`config.mk`:
```
export PLATFORM = sky130hd
export DESIGN_NAME = pfc_regs
export DESIGN_NICKNAME = d
export VERILOG_FILES = /design/src/rtl/pfc_pkg.sv /design/src/rtl/pfc_atomic_reg.sv /design/src/rtl/pfc_regs.sv
export VERILOG_INCLUDE_DIRS = /design/src /design/src/rtl
export SDC_FILE = /design/constraint.sdc
export NUM_CORES = 1
export LEC_CHECK = 0
export BUFFER_PORTS_ARGS = -buffer_cell sky130_fd_sc_hd__buf_2
export CAP_MARGIN = 20
export CORE_UTILIZATION = 30
export CTS_BUF_LIST = sky130_fd_sc_hd__clkbuf_8
export CTS_CLUSTER_DIAMETER = 40
export DETAILED_ROUTE_END_ITERATION = 8
export PLACE_DENSITY = 0.49
export SETUP_SLACK_MARGIN = 0.05
export SLEW_MARGIN = 0
export SYNTH_ARGS = -nofsm -noshare
export SYNTH_HDL_FRONTEND = slang
export SYNTH_SLANG_ARGS = --single-unit
```
`constraint.sdc`:
```
create_clock -name clk -period 2.6 [get_ports clk]
set_clock_uncertainty 0.15 [all_clocks]
set_input_delay 0.26 -clock clk [delete_from_list [all_inputs] [get_ports clk]]
set_output_delay 0.26 -clock clk [all_outputs]
set_load 0.005 [all_outputs]
```
`src/rtl/pfc_params.svh`:
```
`ifndef PFC_PARAMS_SVH
`define PFC_PARAMS_SVH

////////////////////////////////////////////////////////////////////////////////
// Byte offsets on the host register port
`define PFC_OFS_FRAC_B0 8'h00
`define PFC_OFS_FRAC_B1 8'h01
`define PFC_OFS_FRAC_B2 8'h02
`define PFC_OFS_FRAC_B3 8'h03
`define PFC_OFS_INT_B0 8'h04
`define PFC_OFS_INT_B1 8'h05
`define PFC_OFS_SDM 8'h06
`define PFC_OFS_REFCFG 8'h07
`define PFC_OFS_LPF 8'h08

////////////////////////////////////////////////////////////////////////////////
// Fraction numerator
`define PFC_FRAC_BYTES 4
`define PFC_FRAC_WIDTH 27
`define PFC_FRAC_DENOM_LOG2 27
`define PFC_FRAC_MASK 32'h07FF_FFFF
`define PFC_FRAC_RESET 32'h0000_0000

////////////////////////////////////////////////////////////////////////////////
// Integer divide
`define PFC_INT_BYTES 2
`define PFC_INT_WIDTH 10
`define PFC_INT_MASK 16'h03FF
`define PFC_INT_RESET 16'h006C

////////////////////////////////////////////////////////////////////////////////
// Modulator configuration fields
`define PFC_SDM_ORDER_LSB 0
`define PFC_SDM_GAIN_LSB 2
`define PFC_SDM_SHAPE_BIT 4
`define PFC_SDM_DITHER_BIT 5
`define PFC_SDM_MASK 8'h3F
`define PFC_SDM_RESET 8'h03
`define PFC_STEP_RESET 4'h1
`define PFC_INT_ONLY_RESET 1'b0

////////////////////////////////////////////////////////////////////////////////
// Reference configuration fields
`define PFC_REF_DOUBLER_BIT 0
`define PFC_REF_SEL_BIT 1
`define PFC_REF_MASK 8'h03
`define PFC_REF_RESET 8'h01

////////////////////////////////////////////////////////////////////////////////
// Loop filter fields
`define PFC_LPF_RES_LSB 0
`define PFC_LPF_CAP_LSB 4
`define PFC_LPF_BYP_BIT 7
`define PFC_LPF_MASK 8'hFF
`define PFC_LPF_RESET 8'h76

`endif

```
`src/rtl/pfc_pkg.sv`:
```
package pfc_pkg;

	typedef logic [7:0] pfc_byte_t;

	// Code order matches the field encoding
	typedef enum logic [1:0] {
		PFC_ORDER_INTEGER,
		PFC_ORDER_FIRST,
		PFC_ORDER_SECOND,
		PFC_ORDER_THIRD
	} pfc_order_t;

	typedef enum logic {
		PFC_REF_CRYSTAL,
		PFC_REF_EXTERNAL
	} pfc_ref_t;

	typedef logic [26:0] pfc_frac_t;
	typedef logic [9:0] pfc_int_t;

endpackage : pfc_pkg

```
`src/rtl/pfc_atomic_reg.sv`:
```
`timescale 1ns/1ps

module pfc_atomic_reg #(
	parameter int NBYTES = 2,
	parameter logic [NBYTES*8-1:0] MASK = '1,
	parameter logic [NBYTES*8-1:0] RESET = '0
) (
	// Clock and control
	input wire logic clk,
	input wire logic sys_rst,
	input wire logic ce,
	// Byte writes
	input wire logic [NBYTES-1:0] byte_we,
	input wire pfc_pkg::pfc_byte_t wr_data,
	// Values
	output logic [NBYTES*8-1:0] staged_value,
	output logic [NBYTES*8-1:0] live_value,
	output logic applied
);
	import pfc_pkg::*;

	logic [NBYTES*8-1:0] stage_reg;
	logic [NBYTES*8-1:0] stage_next;
	logic [NBYTES*8-1:0] live_reg;
	logic [NBYTES*8-1:0] live_next;
	logic applied_reg;
	logic applied_next;

	////////////////////////////////////////////////////////////////////////////////
	// Lower bytes only land in the stage
	genvar i;
	generate
		for (i = 0; i < NBYTES; i++)
		begin : g_byte
			assign stage_next[8*i +: 8] = byte_we[i] ? (wr_data & MASK[8*i +: 8]) : stage_reg[8*i +: 8];
		end
	endgenerate

	// Top byte moves the whole word at once
	always_comb
	begin
		live_next = live_reg;
		applied_next = 1'b0;
		if (byte_we[NBYTES-1])
		begin
			live_next = stage_next;
			applied_next = 1'b1;
		end
	end

	always_ff @(posedge clk)
	begin
		if (sys_rst)
		begin
			stage_reg <= RESET & MASK;
			live_reg <= RESET & MASK;
			applied_reg <= 1'b0;
		end
		else if (ce)
		begin
			stage_reg <= stage_next;
			live_reg <= live_next;
			applied_reg <= applied_next;
		end
	end

	assign staged_value = stage_reg;
	assign live_value = live_reg;
	assign applied = applied_reg;

endmodule : pfc_atomic_reg

```
`src/rtl/pfc_regs.sv`:
```
// Contract
// RL1: Hold 27-bit fraction numerator over fixed 2^27 denominator; top five bits reserved.
// RL2: Low fraction bytes are staged; writing bits 31:24 applies whole value at once.
// RL3: Hold 10-bit integer divide in bits 9:0, reset 0x6C, bits 15:10 reserved.
// RL4: Integer low byte is staged; writing bits 15:8 applies new value atomically.
// RL5: Two-bit modulator order: 0 integer, 1..3 first to third order; reset 3.
// RL6: Bit 5 turns modulator dither on when 1; resets to 0.
// RL7: Bit 4 selects unshaped (0) or noise-shaped (1) dither; resets to 0.
// RL8: Bits 3:2 scale dither to one, two, four or eight LSB units.
// RL9: Bit 1 selects crystal reference (0) or external clock input (1); reset 0.
// RL10: Bit 0 enables reference doubler when 1; resets to 1.
// RL11: Loop filter bit 7 bypasses VCO current source filter when 1; reset 0.
// RL12: Bits 6:4 select pole capacitor, 33.3pF to 52.2pF; resets to 7.
// RL13: Bits 3:0 select loop resistor, 0 to 6 kilohm in 400 ohm steps; reset 6.
// RL14: Reserved bits read zero and ignore writes.
// RL15: Host writes lower bytes before the top byte of a multi-byte register.
`timescale 1ns/1ps
`include "pfc_params.svh"

module pfc_regs (
	// Clock, reset, enable
	input wire logic clk,
	input wire logic sys_rst,
	input wire logic ce,
	// Host register port
	input wire logic csr_wr,
	input wire logic csr_rd,
	input wire pfc_pkg::pfc_byte_t csr_addr,
	input wire pfc_pkg::pfc_byte_t csr_wdata,
	output pfc_pkg::pfc_byte_t csr_rdata,
	output logic csr_rvalid,
	// Feedback divider
	output pfc_pkg::pfc_frac_t fraction_numerator,
	output logic fraction_update,
	output pfc_pkg::pfc_int_t integer_divide_value,
	output logic integer_update,
	// Modulator
	output pfc_pkg::pfc_order_t modulator_order,
	output logic modulator_integer_only,
	output logic dither_on,
	output logic dither_shaping,
	output logic [1:0] dither_amplitude,
	output logic [3:0] dither_step_lsb,
	// Reference
	output pfc_pkg::pfc_ref_t reference_select,
	output logic doubler_on,
	// Loop filter
	output logic vco_filter_bypass,
	output logic [2:0] pole_capacitor_code,
	output logic [3:0] loop_resistor_code
);
	import pfc_pkg::*;

	////////////////////////////////////////////////////////////////////////////////
	// Write decode

	logic [`PFC_FRAC_BYTES-1:0] frac_we;
	logic [`PFC_INT_BYTES-1:0] int_we;
	logic sdm_we;
	logic ref_we;
	logic lpf_we;

	always_comb
	begin
		frac_we = '0;
		int_we = '0;
		sdm_we = 1'b0;
		ref_we = 1'b0;
		lpf_we = 1'b0;
		if (csr_wr)
		begin
			case (csr_addr)
				`PFC_OFS_FRAC_B0: frac_we[0] = 1'b1;
				`PFC_OFS_FRAC_B1: frac_we[1] = 1'b1;
				`PFC_OFS_FRAC_B2: frac_we[2] = 1'b1;
				`PFC_OFS_FRAC_B3: frac_we[3] = 1'b1;
				`PFC_OFS_INT_B0: int_we[0] = 1'b1;
				`PFC_OFS_INT_B1: int_we[1] = 1'b1;
				`PFC_OFS_SDM: sdm_we = 1'b1;
				`PFC_OFS_REFCFG: ref_we = 1'b1;
				`PFC_OFS_LPF: lpf_we = 1'b1;
				// Unmapped writes are dropped
				default: sdm_we = 1'b0;
			endcase
		end
	end

	////////////////////////////////////////////////////////////////////////////////
	// Fraction numerator

	logic [31:0] frac_staged;
	logic [31:0] frac_live;
	logic frac_applied;

	// Only bits 26:0 survive the mask; the loop divides by 2^27
	pfc_atomic_reg #(
		.NBYTES(`PFC_FRAC_BYTES),
		.MASK(`PFC_FRAC_MASK),
		.RESET(`PFC_FRAC_RESET)
	) u_frac (
		.clk(clk),
		.sys_rst(sys_rst),
		.ce(ce),
		.byte_we(frac_we),
		.wr_data(csr_wdata),
		.staged_value(frac_staged),
		.live_value(frac_live),
		.applied(frac_applied)
	); // RL1 RL2 RL14

	////////////////////////////////////////////////////////////////////////////////
	// Integer divide

	logic [15:0] int_staged;
	logic [15:0] int_live;
	logic int_applied;

	pfc_atomic_reg #(
		.NBYTES(`PFC_INT_BYTES),
		.MASK(`PFC_INT_MASK),
		.RESET(`PFC_INT_RESET)
	) u_int (
		.clk(clk),
		.sys_rst(sys_rst),
		.ce(ce),
		.byte_we(int_we),
		.wr_data(csr_wdata),
		.staged_value(int_staged),
		.live_value(int_live),
		.applied(int_applied)
	); // RL3 RL4 RL14

	// Out of order host writes just apply a stale low part
	assign fraction_numerator = frac_live[`PFC_FRAC_WIDTH-1:0]; // RL1
	assign fraction_update = frac_applied; // RL2
	assign integer_divide_value = int_live[`PFC_INT_WIDTH-1:0]; // RL3
	assign integer_update = int_applied; // RL4

	////////////////////////////////////////////////////////////////////////////////
	// Modulator configuration

	pfc_byte_t sdm_reg;
	pfc_byte_t sdm_next;
	logic [3:0] step_reg;
	logic [3:0] step_next;
	logic int_only_reg;
	logic int_only_next;

	always_comb
	begin
		sdm_next = sdm_reg;
		if (sdm_we)
		begin
			sdm_next = csr_wdata & `PFC_SDM_MASK; // RL14
		end
		// Decodes follow the next value, so they switch on the same edge as the field
		step_next = 4'h1 << sdm_next[`PFC_SDM_GAIN_LSB +: 2]; // RL8
		int_only_next = (sdm_next[`PFC_SDM_ORDER_LSB +: 2] == 2'h0); // RL5
	end

	always_ff @(posedge clk)
	begin
		if (sys_rst)
		begin
			sdm_reg <= `PFC_SDM_RESET; // RL5 RL6 RL7
			step_reg <= `PFC_STEP_RESET; // RL8
			int_only_reg <= `PFC_INT_ONLY_RESET; // RL5
		end
		else if (ce)
		begin
			sdm_reg <= sdm_next;
			step_reg <= step_next;
			int_only_reg <= int_only_next;
		end
	end

	////////////////////////////////////////////////////////////////////////////////
	// Reference configuration

	pfc_byte_t ref_reg;
	pfc_byte_t ref_next;

	always_comb
	begin
		ref_next = ref_reg;
		if (ref_we)
		begin
			ref_next = csr_wdata & `PFC_REF_MASK; // RL14
		end
	end

	always_ff @(posedge clk)
	begin
		if (sys_rst)
		begin
			ref_reg <= `PFC_REF_RESET; // RL9 RL10
		end
		else if (ce)
		begin
			ref_reg <= ref_next;
		end
	end

	////////////////////////////////////////////////////////////////////////////////
	// Loop filter configuration

	pfc_byte_t lpf_reg;
	pfc_byte_t lpf_next;

	always_comb
	begin
		lpf_next = lpf_reg;
		if (lpf_we)
		begin
			// Every bit is a live field; the mask keeps all registers alike
			lpf_next = csr_wdata & `PFC_LPF_MASK;
		end
	end

	always_ff @(posedge clk)
	begin
		if (sys_rst)
		begin
			lpf_reg <= `PFC_LPF_RESET; // RL11 RL12 RL13
		end
		else if (ce)
		begin
			lpf_reg <= lpf_next;
		end
	end

	////////////////////////////////////////////////////////////////////////////////
	// Field outputs, all straight from registers

	// Modulator
	assign modulator_order = pfc_order_t'(sdm_reg[`PFC_SDM_ORDER_LSB +: 2]); // RL5
	assign modulator_integer_only = int_only_reg; // RL5
	assign dither_on = sdm_reg[`PFC_SDM_DITHER_BIT]; // RL6
	assign dither_shaping = sdm_reg[`PFC_SDM_SHAPE_BIT]; // RL7
	assign dither_amplitude = sdm_reg[`PFC_SDM_GAIN_LSB +: 2]; // RL8
	assign dither_step_lsb = step_reg; // RL8

	// Reference
	assign reference_select = pfc_ref_t'(ref_reg[`PFC_REF_SEL_BIT]); // RL9
	assign doubler_on = ref_reg[`PFC_REF_DOUBLER_BIT]; // RL10

	// Loop filter
	assign vco_filter_bypass = lpf_reg[`PFC_LPF_BYP_BIT]; // RL11
	assign pole_capacitor_code = lpf_reg[`PFC_LPF_CAP_LSB +: 3]; // RL12
	assign loop_resistor_code = lpf_reg[`PFC_LPF_RES_LSB +: 4]; // RL13

	////////////////////////////////////////////////////////////////////////////////
	// Read path, one cycle latency

	pfc_byte_t rd_sel;
	pfc_byte_t rdata_reg;
	pfc_byte_t rdata_next;
	logic rvalid_reg;
	logic rvalid_next;

	// Divider bytes read the staged image, the software view
	always_comb
	begin
		rd_sel = 8'h00;
		case (csr_addr)
			`PFC_OFS_FRAC_B0: rd_sel = frac_staged[7:0];
			`PFC_OFS_FRAC_B1: rd_sel = frac_staged[15:8];
			`PFC_OFS_FRAC_B2: rd_sel = frac_staged[23:16];
			`PFC_OFS_FRAC_B3: rd_sel = frac_staged[31:24];
			`PFC_OFS_INT_B0: rd_sel = int_staged[7:0];
			`PFC_OFS_INT_B1: rd_sel = int_staged[15:8];
			`PFC_OFS_SDM: rd_sel = sdm_reg;
			`PFC_OFS_REFCFG: rd_sel = ref_reg;
			`PFC_OFS_LPF: rd_sel = lpf_reg;
			default: rd_sel = 8'h00; // RL14
		endcase
	end

	always_comb
	begin
		rvalid_next = csr_rd;
		rdata_next = rdata_reg;
		// Data holds between reads so a slow host can still take it
		if (csr_rd)
		begin
			rdata_next = rd_sel;
		end
	end

	always_ff @(posedge clk)
	begin
		if (sys_rst)
		begin
			rdata_reg <= 8'h00;
			rvalid_reg <= 1'b0;
		end
		else if (ce)
		begin
			rdata_reg <= rdata_next;
			rvalid_reg <= rvalid_next;
		end
	end

	assign csr_rdata = rdata_reg;
	assign csr_rvalid = rvalid_reg;

endmodule : pfc_regs

```
==> impl_results.md <==
* Number of enable flip-flop cells after synthesis at 0
* Clock-pin slew reported for the worst setup and hold paths after clock tree synthesis at approximately 0.090 ns
* Area growth syn-to-layout at 17.9%
* IO Port Bufs at 89
* Share of cells above drive strength 1 at 24.8%
* Row count at 44
* Number of cell instances on the worst register-to-register path at 5
* Endpoint type of the worst setup path: flip-flop
* Via count of the first global-routing pass at approximately 3600
* Synthesized netlist cell count at 518
* Max Slew Vio Count at 0
* Leakage power figure at 2.03 nW
* Unrepaired setup endpoints after global routing: no
* Post-synthesis sequential area ratio at between 40% and 50%
* End point of the critical path: dither_step_lsb[2]
* Final weighted congestion in routability-driven placement at 0.833
* Detail-routed net length per standard cell at 16.9 um
* Library cell with the largest summed area after synthesis: sky130_fd_sc_hd__dfxtp_1
* DP Area at around 0.005 mm^2
* Setup crit start kind: primary input
* Timing startpoint of the critical path: csr_addr[5]
* Origin of the critical flop-to-flop path: lpf_reg[6]
* Peak supply drop at 0.000267 V
* Filler cells at 1545
* Num CTS Buffers at 9
* Maximum level of the CTS H-tree at 3
* Ratio of total power to cell area at 555 mW/mm^2
* Number of setup buffers added after CTS at 0
* Clk sinks at 106
* Area share of the largest cell type after synthesis at 47.6%
* Total setup violations reported at the end of the flow at 0
* Worst setup slack for register-to-register paths at 0.85 ns
* Hold violation count in the final report at 0
* Worst slew pin tran at ~0.7 ns
* Dominant register cell in the synthesized netlist: sky130_fd_sc_hd__dfxtp_1
* Hold Worst Slack at 0.0533 ns
* Endpoint of the most critical register-to-register path: csr_rdata[6]
* Clock root cell: sky130_fd_sc_hd__clkbuf_8
* Die boundary width at ~120 um
* Drt first-iter violations at approximately 280
* Tot GR Track Use at 17.9%
* Leading cell types by total area after synthesis: sky130_fd_sc_hd__dfxtp_1 (48%), sky130_fd_sc_hd__nand2_1 (12%), sky130_fd_sc_hd__mux2i_1 (7.4%)
* Wire length of the first global-routing pass at 20400 um
* Die outline area at around 0.015 mm^2
* Final layout net count at ~610
* Length of the first detailed-routing pass in iterations at 5
* Tcrit/Tclk final at between 70% and 80%
* Clk buf depth at 2
* Number of instances resized during post-cts repair at 0
* Start-to-end type of the worst setup path: in2reg
* Avg Synthesized Cell Area at 8.60 um^2
* Number of DRC violations after detailed routing at 0
* # hold bufs at CTS at 0
* Count of cell types in the netlist at 48
* Maximum net fanout on the critical path at 10
* Run status: completed
* # Max-Cap Violations at 0
* Antenna violations before repair at 0
* Final cell area excluding filler cells at 0.00525 mm^2
* Sum of internal, switching and leakage power at 2.91 mW
* Die outline height at 124 um
* Worst slack after detailed placement at 0.238 ns
* Cell area after synthesis at 0.00446 mm^2
* Most common library cell in the layout ignoring fill and taps: sky130_fd_sc_hd__nand2_1
* Setup slack after layout at ~0.64 ns
* Required time of the worst setup path at about 2.7 ns
* Most frequent cells in the layout: sky130_fd_sc_hd__nand2_1 (147), sky130_fd_sc_hd__dfxtp_1 (106), sky130_fd_sc_hd__buf_2 (88)
* Warning count from the yosys run at 0
* Worst slew margin at around 54%
* Via density at 5.01
* Data arrival at the endpoint of the critical path at 2.07 ns
* Clock latency of the later-clocked register in the worst-skew pair at 0.38 ns
* Register bit count reported by yosys at 106
* Core Region at 0.0145 mm^2
* CTS tree: yes
* Wire length reported by the detailed router at about 13000 um
* Num ports at 90
* HPWL reported at the end of detailed placement at 9490 um
* Starting density of the core at 30.7%
* Async set-reset flop share out of synthesis at 0%
* Diodes inserted at 0
* Peak clock frequency supported by timing at 0.511 GHz
* Setup tns final at 0 ns
* Global route total overflow at 0
* Overall via count from detail_route at 3904
* Min-Delay Path Class: in2reg
* Minimum clock period after layout at 1.96 ns
* Number of nets produced by synthesis at 539
* Post-detailed-route count of antenna-violating nets at 0
* Largest net degree at the start of global routing at 58
## layout make-up
cell class              count  area (um^2)  area share (%)
clock inverters             6         81.3            1.55
flip-flops and latches    106         2120            40.4
clock buffers              10          138            2.62
well taps                 184          230            4.38
multi-input cells         369         2120            40.4
inverters                   3         11.3           0.214
repair buffers            102          546            10.4
## per-layer routing
layer | wire length, um | track usage, % | up-vias
li1 | - | - | 1924
met1 | 6280 | 25.1 | 1859
met3 | 706 | 3.71 | 8
met5 | 0 | 0 | -
met2 | 6070 | 27.4 | 113
met4 | 133 | 5.27 | 0
## critical path: stages
cell	delay, ns
sky130_fd_sc_hd__buf_2	0.09
sky130_fd_sc_hd__or4_1	0.63
sky130_fd_sc_hd__buf_4	0.22
sky130_fd_sc_hd__nor4_4	0.48
sky130_fd_sc_hd__nor3b_1	0.10
sky130_fd_sc_hd__a31oi_1	0.19
sky130_fd_sc_hd__a211oi_1	0.09
## synth_stat cells (4+ instances only)
master	n
sky130_fd_sc_hd__mux2i_1	33
sky130_fd_sc_hd__nand2b_1	4
sky130_fd_sc_hd__and2_1	4
sky130_fd_sc_hd__clkbuf_1	23
sky130_fd_sc_hd__dfxtp_1	106
sky130_fd_sc_hd__buf_4	4
sky130_fd_sc_hd__o21ai_0	8
sky130_fd_sc_hd__o211ai_1	5
sky130_fd_sc_hd__a21oi_2	20
sky130_fd_sc_hd__a21oi_1	43
sky130_fd_sc_hd__buf_2	8
sky130_fd_sc_hd__a211oi_1	4
sky130_fd_sc_hd__a31oi_1	6
sky130_fd_sc_hd__nand2_1	147
sky130_fd_sc_hd__o2bb2ai_1	4
sky130_fd_sc_hd__nand3_1	17
sky130_fd_sc_hd__nor2_1	26
## worst min-delay path by stage
| stage | depth (start not counted) | start | to | slack [ns] |
|---|---|---|---|---|
| global route | 3 | csr_wdata[4] | u_frac.staged_value[4] | 0.04 |
| detailed placement | 2 | csr_rdata[1] | csr_rdata[1] | 0.29 |
| floorplan | 2 | csr_wdata[4] | lpf_reg[4] | 0.24 |
| global placement | 2 | u_frac.live_value[24] | u_frac.live_value[24] | 0.29 |
| finish | 3 | csr_wdata[7] | u_frac.staged_value[7] | 0.05 |
| CTS | 3 | csr_wdata[6] | u_frac.staged_value[6] | 0.02 |
## through the flow
| stage | std cells | utilization, % |
|---|---|---|
| 4_1_cts | 780 | 36.1 |
| 3_3_place_gp | 764 | 34.6 |
| 6_report | 780 | 36.1 |
| 2_1_floorplan | 518 | - |
| 3_5_place_dp | 764 | 34.6 |
| 5_1_grt | 780 | 36.1 |
## where the power goes
group	internal [mW]	switching, mW	total, mW	leakage [nW]
clock	0.562	0.564	1.13	0.113
combinational	0.0437	0.115	0.158	1.06
sequential	1.63	0.00238	1.63	0.855
## cells by family (layout without fill, tap and decap cells)
logic type,after synthesis,count (layout),synth area share [%]
AO/OA/AOI/OAI,108,108,16.4
buffers and inverters,43,121,4.69
flip-flops,106,106,47.6
AND/OR/NAND/NOR,224,224,22.4
multiplexers,37,37,8.93
No activity file was read; power rests on OpenSTA's default activity.
